## config.mk

```make
export PLATFORM = sky130hd
export DESIGN_NAME = lbps_top
export DESIGN_NICKNAME = d
export VERILOG_FILES = /design/src/design/lbps_pkg.sv /design/src/design/lbps_top.sv
export SDC_FILE = /design/constraint.sdc
export NUM_CORES = 1
export LEC_CHECK = 0
export ABC_AREA = 1
export BUFFER_PORTS_ARGS = -buffer_cell sky130_fd_sc_hd__buf_4
export CORE_ASPECT_RATIO = 0.6
export CORE_MARGIN = 2
export CORE_UTILIZATION = 45
export CTS_CLUSTER_SIZE = 10
export DETAILED_ROUTE_END_ITERATION = 8
export GPL_TIMING_DRIVEN = 0
export HOLD_SLACK_MARGIN = 0.03
export PLACE_DENSITY = 0.65
export SETUP_SLACK_MARGIN = 0.2
export SYNTH_ARGS = -nofsm -noshare
export SYNTH_HDL_FRONTEND = slang
export SYNTH_SLANG_ARGS = --single-unit
```

## constraint.sdc

```tcl
create_clock -name clock -period 4.4 [get_ports clock]
set_input_delay 0.88 -clock clock [delete_from_list [all_inputs] [get_ports clock]]
set_output_delay 0.88 -clock clock [all_outputs]
set_load 0.1 [all_outputs]
```

## src/design/lbps_pkg.sv

```systemverilog
package lbps_pkg;

  // ------------------------------------------------------------
  // Register offsets and reset values
  // ------------------------------------------------------------
  localparam logic [15:0] LBPS_PINMUX1_ADDR  = 16'h8C56;
  localparam logic [15:0] LBPS_PINMUX2_ADDR  = 16'h8C57;
  localparam logic [15:0] LBPS_BLINK0_ADDR   = 16'h8C80;
  localparam logic [15:0] LBPS_PINMUX1_RST   = 16'h00FE;
  localparam logic [15:0] LBPS_PINMUX2_RST   = 16'h00FF;
  localparam logic [15:0] LBPS_BLINK0_RST    = 16'h3636;
  localparam logic [11:0] LBPS_PINMUX1_RSVD  = 12'h00F;

  // ------------------------------------------------------------
  // Field positions
  // ------------------------------------------------------------
  localparam int LBPS_LED1_SEL_LSB = 1;
  localparam int LBPS_LINK_POL_BIT = 0;
  localparam int LBPS_RX_SOP_LSB   = 4;
  localparam int LBPS_TX_SOP_LSB   = 0;
  localparam int LBPS_ON_LSB       = 8;
  localparam int LBPS_OFF_LSB      = 0;

  // ------------------------------------------------------------
  // Selector codes and pin indices
  // ------------------------------------------------------------
  localparam logic [2:0] LBPS_LED1_DRIVE = 3'h0;
  localparam logic [2:0] LBPS_LED1_OFF   = 3'h7;
  localparam logic [3:0] LBPS_SOP_OFF    = 4'hF;
  localparam int LBPS_PIN_LINK = 12;
  localparam int LBPS_PIN_LED0 = 13;
  localparam int LBPS_PIN_LED1 = 14;
  localparam int LBPS_MAC_PINS = 12;

  // ------------------------------------------------------------
  // Blink time base
  // ------------------------------------------------------------
  localparam int unsigned LBPS_CLK_PERIOD_NS = 4;
  localparam int unsigned LBPS_TICK_MS       = 4;
  localparam int unsigned LBPS_TICK_NS       = LBPS_TICK_MS * 1000000;
  localparam int unsigned LBPS_TICK_CYCLES   = LBPS_TICK_NS / LBPS_CLK_PERIOD_NS;

  // ------------------------------------------------------------
  // Types
  // ------------------------------------------------------------
  typedef enum logic [1:0] {
    SRC_ACT      = 2'h0,
    SRC_LINK_ACT = 2'h1,
    SRC_LINK     = 2'h2,
    SRC_BLINK    = 2'h3
  } lbps_src_t;

  typedef enum logic [1:0] {BL_IDLE, BL_OFF, BL_ON} lbps_blink_t;

  typedef struct packed {
    logic [2:0] led1_sel;
    logic       link_pol;
  } lbps_pinmux_t;

  typedef struct packed {
    logic [3:0] rx_sel;
    logic [3:0] tx_sel;
  } lbps_sop_t;

  typedef struct packed {
    logic [7:0] on_ticks;
    logic [7:0] off_ticks;
  } lbps_blink_cfg_t;

endpackage

```

## src/design/lbps_top.sv

```systemverilog
`timescale 1ns/10ps

// Operation
// - Second indicator selector: 000 drives the pin, 111 disables it, reset value 7.
// - The receive frame-start selector puts the marker on one of 15 pins, none on 1111.
// - A separate transmit frame-start selector uses the same mapping and resets to off.
// - First indicator on-phase lasts the on field, bits 15:8, times 4 ms; reset 0x36.
// - First indicator off-phase lasts the off field, bits 7:0, times 4 ms; reset 0x36.
// - With phase setting 0 a blinking indicator starts off, then on, and repeats.
// - With phase setting 1 a blinking indicator starts on, then off, and repeats.
// - With both time fields zero the indicator follows the selected internal signal live.
// - A link-and-activity source lights the indicator while link is up and idle, else off.
// - An activity source keeps the indicator off when idle and blinks it with activity, or holds it on when both time fields are zero.
// - A cleared indicator enable holds that indicator off whatever its source or timing, unless a frame-start marker is routed to its pin.
module lbps_top
  import lbps_pkg::*;
#(
  parameter int unsigned TICK_CYCLES = LBPS_TICK_CYCLES
) (
  input  wire logic        clock,                   // Device clock
  input  wire logic        rst,                     // Async reset, active high
  input  wire logic [15:0] reg_addr,                // Register address
  input  wire logic        reg_wr,                  // Register write strobe
  input  wire logic        reg_rd,                  // Register read strobe
  input  wire logic [15:0] reg_wdata,               // Register write data
  output logic      [15:0] reg_rdata,               // Register read data
  input  wire logic        link_up,                 // Link status
  input  wire logic        activity,                // Activity indication
  input  wire logic        rx_frame_start,          // Receive start-of-frame marker
  input  wire logic        tx_frame_start,          // Transmit start-of-frame marker
  input  wire logic        first_indicator_enable,  // First LED enable
  input  wire logic        second_indicator_enable, // Second LED enable
  input  wire logic        indicator_blink_phase,   // 0 starts off, 1 starts on
  input  wire lbps_src_t   indicator_source_select, // First LED source
  input  wire logic        second_indicator_source, // Second LED function level
  output logic             link_status_pin,         // Link status pin
  output logic             first_indicator_pin,     // First LED pin
  output logic             second_indicator_pin,    // Second LED pin
  output logic             second_indicator_oe_n,   // Second LED enable, low drives
  output logic      [11:0] mac_sop_pin,             // Marker onto MAC pins
  output logic      [11:0] mac_sop_pin_en           // MAC pin carries marker
);

  // ------------------------------------------------------------
  // Helpers
  // ------------------------------------------------------------
  // One-hot pin decode of a frame-start selector, empty when off
  function automatic logic [14:0] sop_decode(input logic [3:0] code);
    logic [14:0] hot;
    hot = 15'h0000;
    if (code != LBPS_SOP_OFF) begin
      hot[code] = 1'b1;
    end
    return hot;
  endfunction

  // ------------------------------------------------------------
  // Register file
  // ------------------------------------------------------------
  lbps_pinmux_t    pinmux, next_pinmux;
  lbps_sop_t       sop, next_sop;
  lbps_blink_cfg_t blink, next_blink;
  logic [15:0]     next_reg_rdata;

  // Write decode and registered read data
  always_comb begin
    next_pinmux    = pinmux;
    next_sop       = sop;
    next_blink     = blink;
    next_reg_rdata = reg_rdata;
    if (reg_wr) begin
      unique case (reg_addr)
        LBPS_PINMUX1_ADDR: next_pinmux = reg_wdata[3:0];
        LBPS_PINMUX2_ADDR: next_sop    = reg_wdata[7:0];
        LBPS_BLINK0_ADDR:  next_blink  = reg_wdata;
        default: ;
      endcase
    end
    if (reg_rd) begin
      unique case (reg_addr)
        LBPS_PINMUX1_ADDR: next_reg_rdata = {LBPS_PINMUX1_RSVD, pinmux};
        LBPS_PINMUX2_ADDR: next_reg_rdata = {8'h00, sop};
        LBPS_BLINK0_ADDR:  next_reg_rdata = blink;
        default:           next_reg_rdata = 16'h0000;
      endcase
    end
  end

  // Register state
  always_ff @(posedge clock or posedge rst) begin
    if (rst) begin
      pinmux    <= LBPS_PINMUX1_RST[3:0];
      sop       <= LBPS_PINMUX2_RST[7:0];
      blink     <= LBPS_BLINK0_RST;
      reg_rdata <= 16'h0000;
    end else begin
      pinmux    <= next_pinmux;
      sop       <= next_sop;
      blink     <= next_blink;
      reg_rdata <= next_reg_rdata;
    end
  end

  // ------------------------------------------------------------
  // Blink engine
  // ------------------------------------------------------------
  lbps_blink_t state, next_state;
  logic [19:0] tick_cnt, next_tick_cnt;
  logic [7:0]  phase_cnt, next_phase_cnt;
  logic        tick;
  logic        timing_zero;
  logic        blink_req;
  logic        live;
  logic [7:0]  phase_len;

  // Source level and blink request
  always_comb begin
    timing_zero = (blink.on_ticks == 8'h00) && (blink.off_ticks == 8'h00);
    unique case (indicator_source_select)
      SRC_ACT:      live = activity;
      SRC_LINK_ACT: live = link_up && !activity;
      SRC_LINK:     live = link_up;
      SRC_BLINK:    live = 1'b1;
    endcase
    blink_req = first_indicator_enable && !timing_zero &&
                ((indicator_source_select == SRC_BLINK) ||
                 (indicator_source_select == SRC_ACT && activity));
    tick      = (tick_cnt == 20'(TICK_CYCLES - 1));
    phase_len = (state == BL_ON) ? blink.on_ticks : blink.off_ticks;
  end

  // Phase sequencing, 4 ms ticks counted per phase
  always_comb begin
    next_state     = state;
    next_tick_cnt  = tick ? 20'h00000 : tick_cnt + 20'h00001;
    next_phase_cnt = phase_cnt;
    if (!blink_req) begin
      next_state     = BL_IDLE;
      next_tick_cnt  = 20'h00000;
      next_phase_cnt = 8'h00;
    end else begin
      unique case (state)
        BL_IDLE: begin
          next_state     = indicator_blink_phase ? BL_ON : BL_OFF;
          next_tick_cnt  = 20'h00000;
          next_phase_cnt = 8'h00;
        end
        BL_OFF, BL_ON: begin
          if (tick) begin
            if (9'(phase_cnt) + 9'h001 >= 9'(phase_len)) begin
              next_state     = (state == BL_ON) ? BL_OFF : BL_ON;
              next_phase_cnt = 8'h00;
            end else begin
              next_phase_cnt = phase_cnt + 8'h01;
            end
          end
        end
        default: next_state = BL_IDLE;
      endcase
    end
  end

  // Blink state
  always_ff @(posedge clock or posedge rst) begin
    if (rst) begin
      state     <= BL_IDLE;
      tick_cnt  <= 20'h00000;
      phase_cnt <= 8'h00;
    end else begin
      state     <= next_state;
      tick_cnt  <= next_tick_cnt;
      phase_cnt <= next_phase_cnt;
    end
  end

  // ------------------------------------------------------------
  // Pin outputs
  // ------------------------------------------------------------
  logic [14:0] sop_en, sop_val;
  logic        led0_val, led1_val, led1_drive, link_val;
  logic        next_link_pin, next_led0_pin, next_led1_pin, next_led1_oe_n;
  logic [11:0] next_mac_sop, next_mac_sop_en;

  // Marker routing and pin levels
  always_comb begin
    sop_en  = sop_decode(sop.rx_sel) | sop_decode(sop.tx_sel);
    sop_val = (sop_decode(sop.rx_sel) & {15{rx_frame_start}}) |
              (sop_decode(sop.tx_sel) & {15{tx_frame_start}});
    if (!first_indicator_enable) begin
      led0_val = 1'b0;
    end else if (timing_zero || !blink_req) begin
      led0_val = live;
    end else begin
      led0_val = (state == BL_ON);
    end
    link_val   = link_up ^ pinmux.link_pol;
    led1_val   = second_indicator_enable && second_indicator_source;
    led1_drive = (pinmux.led1_sel == LBPS_LED1_DRIVE);
    next_link_pin   = sop_en[LBPS_PIN_LINK] ? sop_val[LBPS_PIN_LINK] : link_val;
    next_led0_pin   = sop_en[LBPS_PIN_LED0] ? sop_val[LBPS_PIN_LED0] : led0_val;
    next_led1_pin   = sop_en[LBPS_PIN_LED1] ? sop_val[LBPS_PIN_LED1] : led1_val;
    next_led1_oe_n  = !(sop_en[LBPS_PIN_LED1] || led1_drive);
    next_mac_sop    = sop_val[LBPS_MAC_PINS-1:0];
    next_mac_sop_en = sop_en[LBPS_MAC_PINS-1:0];
  end

  // Registered pins
  always_ff @(posedge clock or posedge rst) begin
    if (rst) begin
      link_status_pin       <= 1'b0;
      first_indicator_pin   <= 1'b0;
      second_indicator_pin  <= 1'b0;
      second_indicator_oe_n <= 1'b1;
      mac_sop_pin           <= 12'h000;
      mac_sop_pin_en        <= 12'h000;
    end else begin
      link_status_pin       <= next_link_pin;
      first_indicator_pin   <= next_led0_pin;
      second_indicator_pin  <= next_led1_pin;
      second_indicator_oe_n <= next_led1_oe_n;
      mac_sop_pin           <= next_mac_sop;
      mac_sop_pin_en        <= next_mac_sop_en;
    end
  end
endmodule

```

==> results of run 1 <==
==> cell usage in the layout (no fill, tap or decap), types with 5 or more instances in the layout <==
master,count
a21oi_1,8
buf_2,5
buf_4,88
clkbuf_16,9
dfrtp_1,82
dfstp_2,20
ha_1,12
inv_1,49
inv_2,8
mux2i_1,7
nand2_1,211
nand3_1,38
nand4_1,5
nor2_1,65
nor2_4,6
o211ai_1,5
o21ai_0,26
o21ai_1,6
o21ai_2,5
o22ai_1,12
xor2_1,13
==> stage by stage <==
stage / util (%) / std cells / total power, W / hold slack [ns] / TNS [ns]
floorplan: - / 627 / 0.00101 / 0.422 / 0
global placement: 53.8 / 875 / 0.00106 / 0.440 / -21.69
detailed placement: 54.0 / 876 / 0.00107 / 0.456 / 0
CTS: 56.9 / 892 / 0.00191 / 0.465 / 0
global route: 56.9 / 892 / 0.00197 / 0.479 / 0
finish: 56.9 / 892 / 0.00190 / 0.464 / 0
==> layout make-up <==
type / instances / area, sq um
tap: 160 / 200
timing repair buffer: 89 / 688
clock inverter: 7 / 95.1
sequential: 102 / 2580
multi-input combinational: 452 / 2330
inverter: 59 / 226
fill: 1055 / 4870
buffer: 14 / 81.3
clock buffer: 9 / 225
==> worst max-delay path, stage by stage, from the launching register on <==
cell and delay, ns:
dfrtp_1 0.41, inv_1 0.09, ha_1 0.14, clkbuf_1 0.50, mux2i_1 0.36, ha_1 0.30
nand2_1 0.09, inv_1 0.05, nand2_1 0.07, nand3_1 0.08, nand2_1 0.06, nand2_1 0.04
nand2_1 0.05, nand2_1 0.10, inv_2 0.15, nand3_1 0.10, nand2_1 0.06
==> sequential cells by signal, indices dropped and copies added, names as in the netlist, 4 cells and up <==
register and flops:
blink 16, pinmux 4, tick_cnt 20, sop 8, mac_sop_pin 12, phase_cnt 8, mac_sop_pin_en 12, reg_rdata 16
==> power by group through the flow <==
| stage | logic, W | clock network, W | registers [W] |
|---|---|---|---|
| 6_report | 0.000106 | 0.000856 | 0.000941 |
| 5_1_grt | 0.000116 | 0.000909 | 0.000941 |
| 4_1_cts | 0.000107 | 0.000866 | 0.000941 |
| 3_5_place_dp | 0.000107 | 0 | 0.000959 |
| 3_3_place_gp | 0.000102 | 0 | 0.000959 |
| 2_1_floorplan | 0.0000368 | 0 | 0.000975 |
==> final timing paths <==
| path | endpoint | slack, ns | cells after the start |
|---|---|---|---|
| hold / removal | tick_cnt[0] | 0.46 | 1 |
| max in group asynchronous | blink[13] | 3.12 | 3 |
| setup reg to reg | phase_cnt[3] | 1.68 | 16 |
| min in group asynchronous | mac_sop_pin_en[0] | 0.55 | 2 |
| hold reg to reg | tick_cnt[0] | 0.46 | 1 |
| setup / recovery | phase_cnt[3] | 1.68 | 16 |
==> per-layer routing <==
| metal | wire length (um) | track usage (%) |
|---|---|---|
| met5 | 0 | 0 |
| met4 | 140 | 6.30 |
| met3 | 670 | 4.84 |
| met2 | 5420 | 31.9 |
| met1 | 6410 | 32.8 |
==> logic make-up after synthesis <==
kind of cell / after synthesis / synth area share (%)
AOI/OAI and AO/OA: 68 / 7.78
xor gates and xnor gates: 15 / 2.52
DFF: 102 / 49.4
and+or+nand+nor: 349 / 30.0
muxes: 8 / 1.56
adders and majority gates: 12 / 2.88
buffers and inverters: 73 / 5.86
==> summary.txt, run 1 <==
Drt
  • Via density: 5.03
  • Routed vias: 4490
  • Wirelength per Cell: 14.2 um
  • Total wire length: 12600 um
  • Drt pass-1 iters: 5
  • Remaining DRCs: 0
  • Initial DRC Count: just over 400
  • Post-route ant nets: 0

Logic synthesis
  • Synth unique cells: 42
  • Most common cell in the netlist: nand2_1
  • Commonest cells in the synthesized netlist: 211 x nand2_1, 82 x dfrtp_1, 65 x nor2_1, 50 x inv_1, 38 x nand3_1
  • Post-synth top area cell: dfrtp_1
  • Fraction of registers with async set/reset: 100%
  • Register area share after synthesis: between 40 and 50%
  • Predominant post-synthesis flop cell: dfrtp_1
  • Post-Syn Instances: 627
  • Syn Nets: 685
  • Synth top area cells: dfrtp_1 39%, nand2_1 15%, dfstp_2 10%, nor2_1 4.7%, nand3_1 3.6%
  • Post-synth EDFFs: 0
  • Share of the synthesized area in the top cell type: 39.4%
  • Ys Warns: 0
  • Synth Area per Inst: 8.32 sq um
  • Synthesized area: 0.00521 sq mm
  • Flops & latches, synth: 102

STA
  • Fin. max-slew vios: 0
  • Unrepaired setup endpoints after global routing: false
  • Final Critical Period: between 2 and 3 ns
  • Final setup fails: 0
  • Fin. Hold Viols: 0
  • Crit share post-route: 61.8%
  • Max-Slew Margin vs Limit: a little under three fifths
  • Fmax: approximately 0.37 GHz
  • Worst setup margin: 1.68 ns
  • Clock Skews: between 0.01 and 0.015 ns
  • Worst-margin pin slew: 0.652 ns

Cells and area
  • Finished Cell Area: 0.00642 sq mm
  • P&R area growth vs syn: 23.2%
  • Diodes inserted: 0
  • Share of cells above drive strength 1: 23.4%
  • Fin nets: 785

Clock network
  • Clock Sinks: 102
  • H-Tree Depth: 3
  • Root Driver: clkbuf_16
  • TritonCTS clock tree: yes
  • Cts repair resizes: 0
  • Later-pin clock latency in the skew report: 0.36 ns
  • Num CTS Buffers: 9
  • Setup Buffers After CTS: 0
  • Bufs on Longest Clock Path: 2
  • Clock-pin transition on the worst setup and hold timing paths: 0.07 ns
  • Hold-fix buffers, CTS: 0

Worst setup path
  • Required @ worst endpoint: 4.69 ns
  • Startpoint Class: flip-flop
  • Worst-path maximum fanout: 9
  • Setup crit start: state[0]
  • CP Class: reg -> reg
  • Critical Path Sink Type: flip-flop
  • FF-to-FF Start: state[0]
  • WP data arrival: 3.01 ns

Power
  • Worst vdd ir: approximately 160 uV
  • Switching share of power: 24.4%
  • Int Power: 0.00144 W
  • NetSw: 0.000464 W
  • Reg power frac: 49.5%
  • Combinational share of power: 5.5%
  • Clock group share of total power: 45.0%
  • LEAKAGE: 3.18 nW
  • PwrDens: 296 mW/mm^2

Placement
  • Place WS: 1.76 ns
  • Post-DP HPWL: 9640 um
  • # port buffers: 88
  • GP Congestion: 0.882
  • Post-place instance area: ~0.0061 sq mm

GRT
  • Initial antenna violation count: 0
  • GRT Overall Usage: 21.9%
  • Largest net degree at the start of global routing: 67
  • Number of global-route vias before repair: 4339
  • Grt total ovfl: 0
  • First-pass GRT wire length: about 21000 um

Floorplan
  • Core box area: 0.0113 sq mm
  • IO Pins: 90
  • FP Rows: 30
  • Die width: ~140 um
  • Starting density of the core: 46.1%
  • DIE HEIGHT: 87.4 um
  • Die area: 0.0125 sq mm

Worst hold path
  • Min-delay worst type: reg -> reg
  • Critical hold path startpoint: tick_cnt[0]

Status
  • Outcome: completed

Flow run
  • Max cap viols: 0
(Power assumes the default switching activity.)
==> inputs of run 2 (changes only) <==
- clock period: 4.4 -> 2.8 ns (I/O delays scaled with it)
==> run 2 against run 1 <==
Highest routed layer unchanged. First-iteration DRC count shrank 22%. Combinational power grew 59%. Critical path depth is the same. Hold slack lost 0.12 ns. Critical path type unchanged.
==> summary.txt, run 2 (same netlist as run 1, synthesis figures left out) <==
Power
  • PwrDens: 455 mW/mm^2 (+54%)
  • Worst vdd ir: 256 uV (+57%)
  • LEAKAGE: 3.18 nW (about the same)
  • Power, Total: 0.00292 W (+54%)

Clock network
  • H-Tree Depth: 3 (unchanged)
  • Later-pin clock latency in the skew report: 0.35 ns (about the same)
  • Cts repair resizes: 1 (+1)
  • Root Driver: clkbuf_16
  • Setup Buffers After CTS: 0 (unchanged)
  • Num CTS Buffers: 9 (unchanged)
  • Hold-fix buffers, CTS: 0 (unchanged)
  • Bufs on Longest Clock Path: 2 (unchanged)
  • TritonCTS clock tree: yes
  • Clock-pin transition on the worst setup and hold timing paths: 0.07 ns (about the same)
  • Clock Sinks: 102 (unchanged)

STA
  • Fin. Hold Viols: 0 (unchanged)
  • Max-Slew Margin vs Limit: 49.0% (-7.5 points)
  • Fin. max-slew vios: 0 (unchanged)
  • Unrepaired setup endpoints after global routing: false
  • Crit share post-route: 84.7% (+23 points)
  • Fmax: 0.422 GHz (+15%)
  • Worst hold slack: 0.342 ns (-0.122 ns)
  • Final setup fails: 0 (unchanged)
  • Setup TNS: 0 ns (unchanged)
  • Clock Skews: 0.0121 ns (-0.000183 ns)
  • Worst-margin pin slew: 0.763 ns (+0.111 ns)
  • Final Critical Period: 2.37 ns (-0.351 ns)

Worst setup path
  • Worst-path maximum fanout: 9 (unchanged)
  • Largest delay share family, worst path: simple AND/OR/NAND/NOR gates
  • WP buf/inv: 4 (unchanged)
  • WP data arrival: 2.66 ns (-0.35 ns)
  • Crit-path max cell delay: 0.41 ns (-0.09 ns)
  • Critical path cell sequence: inv_1, ha_1, clkbuf_4, mux2i_1, ha_1, nand2_1, inv_1, nand2_1, nand3_1, nand2_1, nand2_1, nand2_1, nand2_1, inv_2, nand3_1, nand2_1
  • Most frequent cell on the critical path: nand2_1
  • Critical Path Sink Type: flip-flop
  • Slowest CP cell: dfrtp_1
  • Startpoint Class: flip-flop
  • CP Class: reg -> reg
  • Required @ worst endpoint: 3.09 ns (-1.60 ns)

GRT
  • First-pass GRT wire length: 20800 um (-2.5%)
  • Largest net degree at the start of global routing: 45 (-33%)
  • Grt total ovfl: 0 (unchanged)
  • Initial antenna violation count: 0 (unchanged)
  • GRT Overall Usage: 21.5% (-0.38 points)
  • Number of global-route vias before repair: 4254 (-2.0%)

Cells and area
  • Biggest regs: tick_cnt: 20 flops, blink: 16 flops, reg_rdata: 16 flops
  • Finished Cell Area: 0.00643 sq mm (about the same)
  • Most frequent cells in the layout: 211 x nand2_1, 88 x buf_4, 82 x dfrtp_1
  • Fin nets: 786 (+0.13%)
  • Diodes inserted: 0 (unchanged)
  • P&R area growth vs syn: 23.4% (about the same)
  • Reg with most FFs: tick_cnt
  • Share of cells above drive strength 1: 23.6% (+0.24 points)
  • Commonest non-fill, non-tap cell in the layout: nand2_1
  • Max reg flops: 20 (unchanged)

Drt
  • Via density: 4.99 (-0.91%)
  • Total wire length: 12700 um (+0.14%)
  • Remaining DRCs: 0 (unchanged)
  • Drt pass-1 iters: 5 (unchanged)
  • Wirelength per Cell: 14.2 um (about the same)
  • Initial DRC Count: 317 (-22%)
  • Post-route ant nets: 0 (unchanged)
  • Routed vias: 4454 (-0.80%)

Flow run
  • Max cap viols: 0 (unchanged)

Placement
  • Post-DP HPWL: 9670 um (+0.33%)
  • GP Congestion: 0.883 (+0.14%)
  • # port buffers: 88 (unchanged)
  • Post-place instance area: 0.00612 sq mm (+0.23%)

Floorplan
  • Die width: 143 um (unchanged)
  • DIE HEIGHT: 87.4 um (unchanged)
  • Core box area: 0.0113 sq mm (unchanged)
  • FP Rows: 30 (unchanged)
  • Starting density of the core: 46.1% (unchanged)
  • Die area: 0.0125 sq mm (unchanged)
  • IO Pins: 90 (unchanged)

Status
  • Outcome: completed

Worst hold path
  • Min-delay worst type: in -> async
[run 2: changes by cell type in the layout (fill, tap and decap cells not counted)]
| cell | delta |
|---|---|
| buf_12 | +2 |
| buf_16 | -1 |
| bufinv_16 | -1 |
| clkbuf_1 | -1 |
| clkbuf_4 | +1 |
| clkinv_8 | +1 |
| clkinvlp_4 | +1 |
| inv_4 | -1 |
| inv_6 | -1 |
| inv_8 | +1 |
[run 2: worst register-to-register path, delay by kind of cell (launching register included)]
family	cells	cell delay, ns
adders and majority gates	2	0.43
buffers and inverters	4	0.51
DFF	1	0.41
muxes	1	0.31
and+or+nand+nor	9	0.65
[run 2: report_power, final]
part           internal, W  switching (W)  total [W]
Clock             0.000643       0.000635    0.00128
Sequential         0.00148     0.00000126    0.00148
Combinational    0.0000626       0.000106   0.000169
[run 2: worst paths after layout]
path                          startpoint            to  slack, ns  cells after the start
max                             state[0]  phase_cnt[3]       0.43                     16
min in group clock         reg_wdata[14]     blink[14]       0.39                      3
max in group asynchronous            rst      blink[1]       1.75                      3
min reg2reg                  tick_cnt[0]   tick_cnt[0]       0.48                      1
min                                  rst   tick_cnt[2]       0.34                      2
max reg2reg                     state[0]  phase_cnt[3]       0.43                     16
[run 2: layout make-up]
class	count	area, sq um
Timing Repair Buffer	90	701
Inverter	59	228
Clock inverter	7	83.8
Clock buffer	9	225
Fill cell	1033	4870
Multi-Input combinational cell	452	2330
Buffer	14	85.1
Tap cell	160	200
Sequential cell	102	2580
[run 2: metal layers]
metal / track usage (%) / wire length (um) / up-vias
met5: 0 / 0 / -
met4: 5.22 / 84 / 0
met3: 4.89 / 757 / 8
met2: 31.8 / 5570 / 136
met1: 32.1 / 6260 / 2096
li1: - / - / 2214
[run 2: metrics by stage]
step                utilization, %  worst slack [ns]  std cells
finish                        56.9             0.430        893
global route                  56.9             0.201        893
CTS                           56.9             0.353        893
detailed placement            54.2             0.154        877
global placement              53.8             0.215        875
floorplan                        -             0.495        627
